===== config.mk =====
export PLATFORM = sky130hd
export DESIGN_NAME = smp_status_port
export DESIGN_NICKNAME = d
export VERILOG_FILES = /design/src/hw/smp_pkg.sv /design/src/hw/smp_status_port.sv
export SDC_FILE = /design/constraint.sdc
export NUM_CORES = 2
export LEC_CHECK = 0
export BUFFER_PORTS_ARGS = -buffer_cell sky130_fd_sc_hd__buf_4
export CORE_ASPECT_RATIO = 2
export CORE_MARGIN = 5
export CORE_UTILIZATION = 55
export CTS_CLUSTER_SIZE = 28
export DETAILED_ROUTE_END_ITERATION = 8
export PLACE_DENSITY_LB_ADDON = 0.05
export SYNTH_ARGS = -nofsm -noshare
export SYNTH_HDL_FRONTEND = slang
export SYNTH_SLANG_ARGS = --single-unit
export TNS_END_PERCENT = 100

===== constraint.sdc =====
create_clock -name CLK -period 5.1 [get_ports CLK]
set_input_delay 0.765 -clock CLK [delete_from_list [all_inputs] [get_ports CLK]]
set_output_delay 0.765 -clock CLK [all_outputs]
set_load 0.005 [all_outputs]

===== src/hw/smp_pkg.sv =====
// Constants and types for the status monitor and host port block
package smp_pkg;
  localparam int CLK_PERIOD_NS = 10;
  localparam int REG_W = 16;
  localparam int REG_N = 32;
  localparam logic [4:0] REG_ROUTE = 5'h03;
  localparam logic [4:0] REG_CFG = 5'h04;
  localparam logic [4:0] REG_LOOP = 5'h15;
  localparam logic [15:0] REG_RESET = 16'h0000;
  localparam int RT_A_SEL = 12;
  localparam int RT_A_LOS = 11;
  localparam int RT_A_ULK = 10;
  localparam int RT_B_SEL = 9;
  localparam int RT_B_LOS = 8;
  localparam int RT_B_ULK = 7;
  localparam int CFG_SEC_EN = 5;
  localparam int CFG_SMART_EN = 6;
  localparam int CFG_STALL_ERR = 7;
  localparam int LP_SEL = 0;
  localparam int LP_LOS = 1;
  localparam int LP_ULK = 2;
  localparam logic [15:0] LOOP_WMASK = 16'h0000;
  localparam logic [3:0] DEV_ADDR = 4'h0;
  localparam logic [4:0] BIT_HDR_LAST = 5'h0f;
  localparam logic [4:0] BIT_DATA_FIRST = 5'h10;
  localparam logic [4:0] BIT_DATA_LAST = 5'h1f;
  localparam logic [1:0] MODE_SPI = 2'h0;
  localparam logic [1:0] MODE_TWI = 2'h1;
  localparam logic [1:0] MODE_PIN = 2'h2;
  localparam logic [2:0] SLIP_LIMIT = 3'h4;
  localparam logic [9:0] UNLOCK_HOLD = 10'h3e8;
  localparam int STALL_NS = 2000;
  localparam int STALL_CYC_I = (STALL_NS + CLK_PERIOD_NS - 1) / CLK_PERIOD_NS;
  localparam logic [15:0] STALL_CYC = 16'(STALL_CYC_I);
  localparam logic [8:0] STALL_PAT_LOW = 9'h1ff;
  localparam logic [7:0] PSB_MAP = 8'hcc;
  typedef struct packed {
    logic rw;
    logic [3:0] dev;
    logic [10:0] addr;
  } smp_hdr_t;
  typedef struct packed {
    logic ref_sel;
    logic ref_loss;
    logic unlock;
  } smp_vitals_t;
  typedef enum {ST_IDLE, ST_HDR, ST_DATA} smp_spi_st_t;
endpackage


===== src/hw/smp_status_port.sv =====
// Status pin mapping, lock detector, host port select and serial register port
`timescale 1ns/10ps
module smp_status_port (
  input wire logic CLK,
  input wire logic RESET,
  input wire logic CE,
  input wire logic SERIAL_CLOCK,
  input wire logic SERIAL_SELECT,
  input wire logic SERIAL_IN,
  output logic SERIAL_OUT,
  output logic SERIAL_OUT_OE,
  input wire logic [1:0] HOST_PORT_SEL,
  input wire logic [4:0] PRESET_SELECT_PINS,
  input wire logic PFD_REF_IN,
  input wire logic PFD_FB_IN,
  input wire logic REF_SELECT_IN,
  input wire logic REF_LOSS_IN,
  output logic STATUS_OUT_A,
  output logic STATUS_OUT_B,
  output logic SPI_MODE,
  output logic TWO_WIRE_MODE,
  output logic PIN_MODE,
  output logic [4:0] PRESET_CFG,
  output logic [7:0] PRESCALER_B_MAP
);
  localparam int NSYNC = 14;
  localparam int SEL_BIT = 1;
  localparam smp_pkg::smp_spi_st_t ST_IDLE = smp_pkg::ST_IDLE;
  localparam smp_pkg::smp_spi_st_t ST_HDR = smp_pkg::ST_HDR;
  localparam smp_pkg::smp_spi_st_t ST_DATA = smp_pkg::ST_DATA;

  // Two-flop synchronisers for every pin input
  logic [NSYNC-1:0] raw, s1_q, s2_q;
  assign raw = {PRESET_SELECT_PINS, HOST_PORT_SEL, REF_LOSS_IN, REF_SELECT_IN,
                PFD_FB_IN, PFD_REF_IN, SERIAL_IN, SERIAL_SELECT, SERIAL_CLOCK};
  genvar g;
  generate
    for (g = 0; g < NSYNC; g++) begin : g_sync
      always_ff @(posedge CLK) begin
        if (RESET) begin
          s1_q[g] <= (g == SEL_BIT); // Select idles high, no false frame
          s2_q[g] <= (g == SEL_BIT);
        end else if (CE) begin
          s1_q[g] <= raw[g];
          s2_q[g] <= s1_q[g];
        end
      end
    end
  endgenerate
  logic sck_s, scs_s, sdi_s, ref_s, fb_s, rsel_s, rlos_s;
  logic [1:0] mode_s;
  logic [4:0] preset_s;
  assign {preset_s, mode_s, rlos_s, rsel_s, fb_s, ref_s, sdi_s, scs_s, sck_s} = s2_q;

  // Edge history of sampled clocks
  logic sck_p_q, ref_p_q, fb_p_q;
  always_ff @(posedge CLK) begin
    if (RESET) begin
      sck_p_q <= 1'b0;
      ref_p_q <= 1'b0;
      fb_p_q <= 1'b0;
    end else if (CE) begin
      sck_p_q <= sck_s;
      ref_p_q <= ref_s;
      fb_p_q <= fb_s;
    end
  end
  logic sck_rise, sck_fall, ref_e, fb_e;
  assign sck_rise = sck_s & ~sck_p_q;
  assign sck_fall = ~sck_s & sck_p_q;
  assign ref_e = ref_s & ~ref_p_q;
  assign fb_e = fb_s & ~fb_p_q;

  // Host port mode and pin-mode preset
  logic [1:0] mode_q, mode_d;
  logic [4:0] preset_q, preset_d;
  always_comb begin
    mode_d = mode_s;
    preset_d = preset_q;
    if (mode_s == smp_pkg::MODE_PIN) begin
      preset_d = preset_s;
    end
  end
  always_ff @(posedge CLK) begin
    if (RESET) begin
      mode_q <= smp_pkg::MODE_SPI;
      preset_q <= 5'h00;
    end else if (CE) begin
      mode_q <= mode_d;
      preset_q <= preset_d;
    end
  end

  // Serial port frame engine and register file
  smp_pkg::smp_spi_st_t st_q, st_d;
  logic [4:0] cnt_q, cnt_d;
  logic [15:0] sh_q, sh_d, rd_q, rd_d;
  smp_pkg::smp_hdr_t hdr_q, hdr_d, hdr_n;
  logic sdo_q, sdo_d, oe_q, oe_d;
  logic [15:0] regs_q [smp_pkg::REG_N];
  logic [15:0] regs_d [smp_pkg::REG_N];
  logic [15:0] loop_word, wr_data;
  logic wr_en, spi_on, hit;
  logic [10:0] addr_inc;
  smp_pkg::smp_vitals_t vit_q, vit_d;

  function automatic logic [15:0] rd_word(input logic [10:0] a,
                                          input logic [15:0] r [smp_pkg::REG_N]);
    rd_word = (a[10:5] == 6'h00) ? r[a[4:0]] : 16'h0000;
  endfunction

  assign spi_on = (mode_q == smp_pkg::MODE_SPI);
  assign hit = (hdr_q.dev == smp_pkg::DEV_ADDR);
  assign addr_inc = 11'(hdr_q.addr + 11'h001);
  assign wr_data = {sh_q[14:0], sdi_s};
  assign hdr_n = {sh_q[14:0], sdi_s};
  assign wr_en = spi_on & ~scs_s & sck_rise & (st_q == ST_DATA) &
                 (cnt_q == smp_pkg::BIT_DATA_LAST) & ~hdr_q.rw & hit &
                 (hdr_q.addr[10:5] == 6'h00);
  assign loop_word = {13'h0000, vit_q.unlock, vit_q.ref_loss, vit_q.ref_sel};

  always_comb begin
    st_d = st_q;
    cnt_d = cnt_q;
    sh_d = sh_q;
    rd_d = rd_q;
    hdr_d = hdr_q;
    sdo_d = sdo_q;
    oe_d = oe_q;
    for (int i = 0; i < smp_pkg::REG_N; i++) begin
      regs_d[i] = regs_q[i];
    end
    // Hardware owns the readback word; host writes are masked off
    regs_d[smp_pkg::REG_LOOP] = (loop_word & ~smp_pkg::LOOP_WMASK) |
                                (wr_data & smp_pkg::LOOP_WMASK);
    if (!spi_on || scs_s) begin
      st_d = ST_IDLE;
      cnt_d = 5'h00;
      oe_d = 1'b0;
      sdo_d = 1'b0;
    end else begin
      if (st_q == ST_IDLE) begin
        st_d = ST_HDR;
      end
      if (sck_rise) begin
        sh_d = {sh_q[14:0], sdi_s};
        if (st_q == ST_DATA) begin
          cnt_d = 5'(cnt_q + 5'h01);
          if (cnt_q == smp_pkg::BIT_DATA_LAST) begin
            if (wr_en && hdr_q.addr[4:0] != smp_pkg::REG_LOOP) begin
              regs_d[hdr_q.addr[4:0]] = wr_data;
            end
            hdr_d.addr = addr_inc;
            cnt_d = smp_pkg::BIT_DATA_FIRST;
            rd_d = rd_word(addr_inc, regs_q);
          end
        end else begin
          cnt_d = 5'(cnt_q + 5'h01);
          if (cnt_q == smp_pkg::BIT_HDR_LAST) begin
            hdr_d = hdr_n;
            st_d = ST_DATA;
            rd_d = rd_word(hdr_n.addr, regs_q);
          end
        end
      end else if (sck_fall && st_q == ST_DATA && hdr_q.rw && hit) begin
        sdo_d = rd_q[15];
        rd_d = {rd_q[14:0], 1'b0};
        oe_d = 1'b1;
      end
    end
  end
  always_ff @(posedge CLK) begin
    if (RESET) begin
      st_q <= ST_IDLE;
      cnt_q <= 5'h00;
      sh_q <= 16'h0000;
      rd_q <= 16'h0000;
      hdr_q <= '0;
      sdo_q <= 1'b0;
      oe_q <= 1'b0;
      for (int i = 0; i < smp_pkg::REG_N; i++) begin
        regs_q[i] <= smp_pkg::REG_RESET;
      end
    end else if (CE) begin
      st_q <= st_d;
      cnt_q <= cnt_d;
      sh_q <= sh_d;
      rd_q <= rd_d;
      hdr_q <= hdr_d;
      sdo_q <= sdo_d;
      oe_q <= oe_d;
      for (int i = 0; i < smp_pkg::REG_N; i++) begin
        regs_q[i] <= regs_d[i];
      end
    end
  end

  // Lock detector on the sampled phase-detector edges
  logic ahr_q, ahr_d, ahf_q, ahf_d, slip, stall, stall_err;
  logic [2:0] slip_cnt_q, slip_cnt_d;
  logic [9:0] hold_q, hold_d;
  logic [15:0] idle_q, idle_d;
  logic [8:0] pat_q, pat_d;
  assign slip = (ref_e & ~fb_e & ahr_q) | (fb_e & ~ref_e & ahf_q);
  assign stall = (idle_q == smp_pkg::STALL_CYC);
  assign stall_err = stall & regs_q[smp_pkg::REG_CFG][smp_pkg::CFG_SMART_EN] &
                     regs_q[smp_pkg::REG_CFG][smp_pkg::CFG_STALL_ERR];
  always_comb begin
    ahr_d = ahr_q;
    ahf_d = ahf_q;
    slip_cnt_d = slip_cnt_q;
    hold_d = hold_q;
    idle_d = idle_q;
    pat_d = stall_err ? 9'(pat_q + 9'h001) : 9'h000;
    // Phase balance: one edge ahead is normal, a second is a slip
    if (ref_e && !fb_e) begin
      ahf_d = 1'b0;
      ahr_d = ~ahf_q | ahr_q;
    end else if (fb_e && !ref_e) begin
      ahr_d = 1'b0;
      ahf_d = ~ahr_q | ahf_q;
    end
    if (ref_e && hold_q != 10'h000) begin
      hold_d = 10'(hold_q - 10'h001);
    end
    if (slip) begin
      if (slip_cnt_q == smp_pkg::SLIP_LIMIT) begin
        slip_cnt_d = 3'h0;
        hold_d = smp_pkg::UNLOCK_HOLD;
      end else begin
        slip_cnt_d = 3'(slip_cnt_q + 3'h1);
      end
    end
    idle_d = ref_e ? 16'h0000 : (stall ? idle_q : 16'(idle_q + 16'h0001));
  end
  always_ff @(posedge CLK) begin
    if (RESET) begin
      ahr_q <= 1'b0;
      ahf_q <= 1'b0;
      slip_cnt_q <= 3'h0;
      hold_q <= 10'h000;
      idle_q <= 16'h0000;
      pat_q <= 9'h000;
    end else if (CE) begin
      ahr_q <= ahr_d;
      ahf_q <= ahf_d;
      slip_cnt_q <= slip_cnt_d;
      hold_q <= hold_d;
      idle_q <= idle_d;
      pat_q <= pat_d;
    end
  end

  // Vitals, readback and status pins
  logic [2:0] en_a, en_b;
  logic st_a_d, st_b_d, st_a_q, st_b_q;
  assign en_a = regs_q[smp_pkg::REG_ROUTE][smp_pkg::RT_A_SEL:smp_pkg::RT_A_ULK];
  assign en_b = regs_q[smp_pkg::REG_ROUTE][smp_pkg::RT_B_SEL:smp_pkg::RT_B_ULK];
  always_comb begin
    vit_d.ref_sel = rsel_s;
    vit_d.ref_loss = rlos_s | ~regs_q[smp_pkg::REG_CFG][smp_pkg::CFG_SEC_EN] |
                     (stall & regs_q[smp_pkg::REG_CFG][smp_pkg::CFG_SMART_EN]);
    vit_d.unlock = stall_err ? (pat_q == smp_pkg::STALL_PAT_LOW) :
                   (hold_q != 10'h000);
    st_a_d = |(en_a & {vit_q.ref_sel, vit_q.ref_loss, ~vit_q.unlock});
    st_b_d = |(en_b & {vit_q.ref_sel, vit_q.ref_loss, ~vit_q.unlock});
  end
  always_ff @(posedge CLK) begin
    if (RESET) begin
      vit_q <= '0;
      st_a_q <= 1'b0;
      st_b_q <= 1'b0;
    end else if (CE) begin
      vit_q <= vit_d;
      st_a_q <= st_a_d;
      st_b_q <= st_b_d;
    end
  end

  // Registered outputs
  always_ff @(posedge CLK) begin
    if (RESET) begin
      SERIAL_OUT <= 1'b0;
      SERIAL_OUT_OE <= 1'b0;
      STATUS_OUT_A <= 1'b0;
      STATUS_OUT_B <= 1'b0;
      SPI_MODE <= 1'b0;
      TWO_WIRE_MODE <= 1'b0;
      PIN_MODE <= 1'b0;
      PRESET_CFG <= 5'h00;
      PRESCALER_B_MAP <= 8'h00;
    end else if (CE) begin
      SERIAL_OUT <= sdo_d;
      SERIAL_OUT_OE <= oe_d & ~scs_s;
      STATUS_OUT_A <= st_a_q;
      STATUS_OUT_B <= st_b_q;
      SPI_MODE <= (mode_q == smp_pkg::MODE_SPI);
      TWO_WIRE_MODE <= (mode_q == smp_pkg::MODE_TWI);
      PIN_MODE <= (mode_q == smp_pkg::MODE_PIN);
      PRESET_CFG <= preset_q;
      PRESCALER_B_MAP <= smp_pkg::PSB_MAP;
    end
  end
endmodule


==> run_results.csv <==
group,metric,value,unit
status,run_status,"complete, no violations",
floorplanning,num_rows,129,
floorplanning,core_region_area,61980,um2
place,post_dp_cell_area,34480,um2
worst_setup_path,critical_path_class,"flip-flop to flip-flop",
worst_setup_path,crit_arrival,4.62,ns
drt,ant_nets,0,
worst_setup_path,path_buf_inv,3,
synth,netlist_area,34360,um2
clocking,clock_latency,0.65,ns
timing,tns,0,ns
worst_setup_path,worstPathRequired,5.64,ns
drt,drt_iter0_drc,3555,
final_layout,final_common_cell,"dfxtp_1",
worst_setup_path,cp_max_fo,39,
clocking,post_cts_buffers,0,
final_layout,post_layout_nonfiller_instances,4438,
timing,min_period_over_period,80.15,%
clocking,cts_buffers,66,
timing,final-hold-violation-count,0,
timing,fin_ws,1.012,ns
final_layout,n_fill_cell,5435,
synth,synth-seq-area-share,40.37,%
final_layout,post-route-cell-area,36870,um2
synth,synth_top_area_share,40.37,%
place,dp.cells,4317,
worst_setup_path,endpoint_kind,"flip-flop",
place,portBuffers,32,
drt,num_vias,30270,
synth,synth_cells,3822,
clocking,cts_root_buf,"clkbuf_16",
final_layout,finish.utilization,59.48,%
timing,fin_skew,0.02267,ns
floorplanning,die_area,67880,um2
drt,routedWlPerCell,27.86,um
hold_path,min_from,"SERIAL_SELECT",
synth,async_flop_share,0,%
global_routing,grt_antenna_before_repair,3,
worst_setup_path,cp_cell_sequence,"buf_4, inv_1, ha_4, buf_12, mux4_2, mux2i_1, o22ai_1, a31oi_1, o211a_1, o21ai_0",
drt,wl,123.6,mm
timing,max_freq,244.6,MHz
timing,relSlewSlack,19.50,%
synth,synth-seq-cells,693,
place,gp_congestion,0.9451,
clocking,clock_path_buffers,3,
synth,syn_area_per_cell,8.991,um2
worst_setup_path,crit_family,"buffers and inverters",
final_layout,drive_gt1_share,14.77,%
place,post-dp-hpwl,78.00,mm
final_layout,multi_input_area,18550,um2
timing,fin_crit,4.088,ns
place,place_ws,1.167,ns
drt,first_pass_iters,6,
synth,synth_warnings,0,
synth,synth_ff_type,"dfxtp_1",
global_routing,grt_pass1_wl,184.6,mm
final_layout,area_growth,7.290,%
floorplanning,start_util,55.44,%
final_layout,mostFrequentLayoutCells,"dfxtp_1, nand2_1, nand3_1",
floorplanning,die_w,186.7,um
clocking,cts.sinks,693,
global_routing,grt_usage,35.32,%
worst_setup_path,critPathLaunchType,"flip-flop",
clocking,tritoncts,"yes",
floorplanning,die_height,363.5,um
worst_setup_path,slowest_delay,0.84,ns
timing,worst_pin_slew,1.206,ns
final_layout,num-nets-final,3634,
global_routing,grt_max_degree,192,
drt,drc,0,
clocking,hold_buffers,0,
flow_run,cap_viol_max_count,0,
synth,synthTopCellsByArea,"dfxtp_1, mux4_2, nand3_1",
drt,vias_per_cell,6.821,
clocking,h-tree-depth,3,
worst_setup_path,worst-r2r-setup-slack,1.01,ns
timing,report.final.setup_viol,0,
final_layout,regArea,13890,um2
global_routing,grt_pass1_vias,29480,
worst_setup_path,r2r_end,"rd_q[14]",
floorplanning,ioPinCount,37,
synth,synth_edf_count,0,
hold_path,hold_end,"s1_q[1]",
synth,yosysUniqueCellTypes,60,
timing,rsz0062_at_grt,"no",
timing,timing.hold.ws,0.3397,ns
clocking,post_cts_resized,0,
global_routing,grt_overflow,0,
hold_path,hold_depth,2,
pwr,vdd_drop_max,0.2568,mV
synth,yosys.area.top_type,"dfxtp_1",
worst_setup_path,reg2reg_from,"hdr_q[0]",
worst_setup_path,critPathSlowestCell,"ha_4",
pwr,p_total,11.10,mW
hold_path,min_path_type,"primary input to flip-flop",
worst_setup_path,reg2regPathDepth,10,
timing,drv_slew,0,
clocking,path_clk_slew,0.07,ns
pwr,leakage,11.70,nW
pwr,power_density,301.0,nW/um2
[cell families (layout without fill, tap and decap cells)]
kind of cell    Yosys count  in the layout  share of synthesized area, %
xor+xnor                 34             34                        0.8666
fa+ha+maj                17             17                        0.6190
mux                     368            368                         20.23
compound gates          722            722                         11.48
buf+inv                 426            251                         5.961
simple gates           1561           1561                         20.46
other cells               1              6                       0.01091
flops                   693            693                         40.37
[cells in the mapped netlist (all sizes together) (14+ instances only)]
| cell | n |
|---|---|
| clkbuf | 242 |
| mux2 | 31 |
| dfxtp | 693 |
| o211a | 14 |
| nor3 | 25 |
| buf | 163 |
| a21oi | 542 |
| inv | 21 |
| nor2 | 155 |
| and2 | 44 |
| or4 | 16 |
| nand2 | 685 |
| ha | 17 |
| a32oi | 16 |
| mux4 | 258 |
| o21ai | 59 |
| xor2 | 21 |
| nand3 | 548 |
| mux2i | 79 |
| o22ai | 46 |
[worst max path at each step]
stage,from,cells after the start,slack (ns),end
final,hdr_q[0],10,1.01,rd_q[14]
after global routing,hdr_q[0],10,0.92,rd_q[9]
after CTS,hdr_q[0],10,1.17,rd_q[14]
after detailed placement,hdr_q[0],10,1.17,rd_q[14]
after global placement,hdr_q[0],10,1.20,rd_q[14]
after floorplan,hdr_q[0],13,2.02,rd_q[1]
[report_power, final]
| part | leakage, nW | switching [mW] | internal [mW] |
|---|---|---|---|
| Clock | 1.17 | 2.22 | 3.21 |
| Sequential | 5.59 | 0.0173 | 5.43 |
| Combinational | 4.94 | 0.157 | 0.0658 |
| Total | 11.7 | 2.39 | 8.71 |
[state kept, by name (all words and copies together), names as in the netlist, 9 cells and up]
register and flops:
pat_q 9, idle_q 16, st_q 32, rd_q 16
hold_q 10, regs_q 506, s1_q 14, hdr_q 16
sh_q 15
[final cells by class]
cell class	instances	share of cell area (%)
sequential	693	37.68
tap	786	2.668
multi-input combinational	2706	50.32
clock inverter	24	0.9571
inverter	21	0.2138
timing repair buffer	112	2.685
antenna	2	0.01358
clock buffer	94	5.467
[per-layer routing]
metal  vias to the layer above  global-route usage [%]  routed length, um
li1                      13210                       -                  -
met5                         -                       0                 16
met1                     14840                   38.38              41170
met2                      1696                   58.49              59240
met4                         2                   30.40              12640
met3                       520                   7.683              10570
No activity file was read; power rests on OpenSTA's default activity.
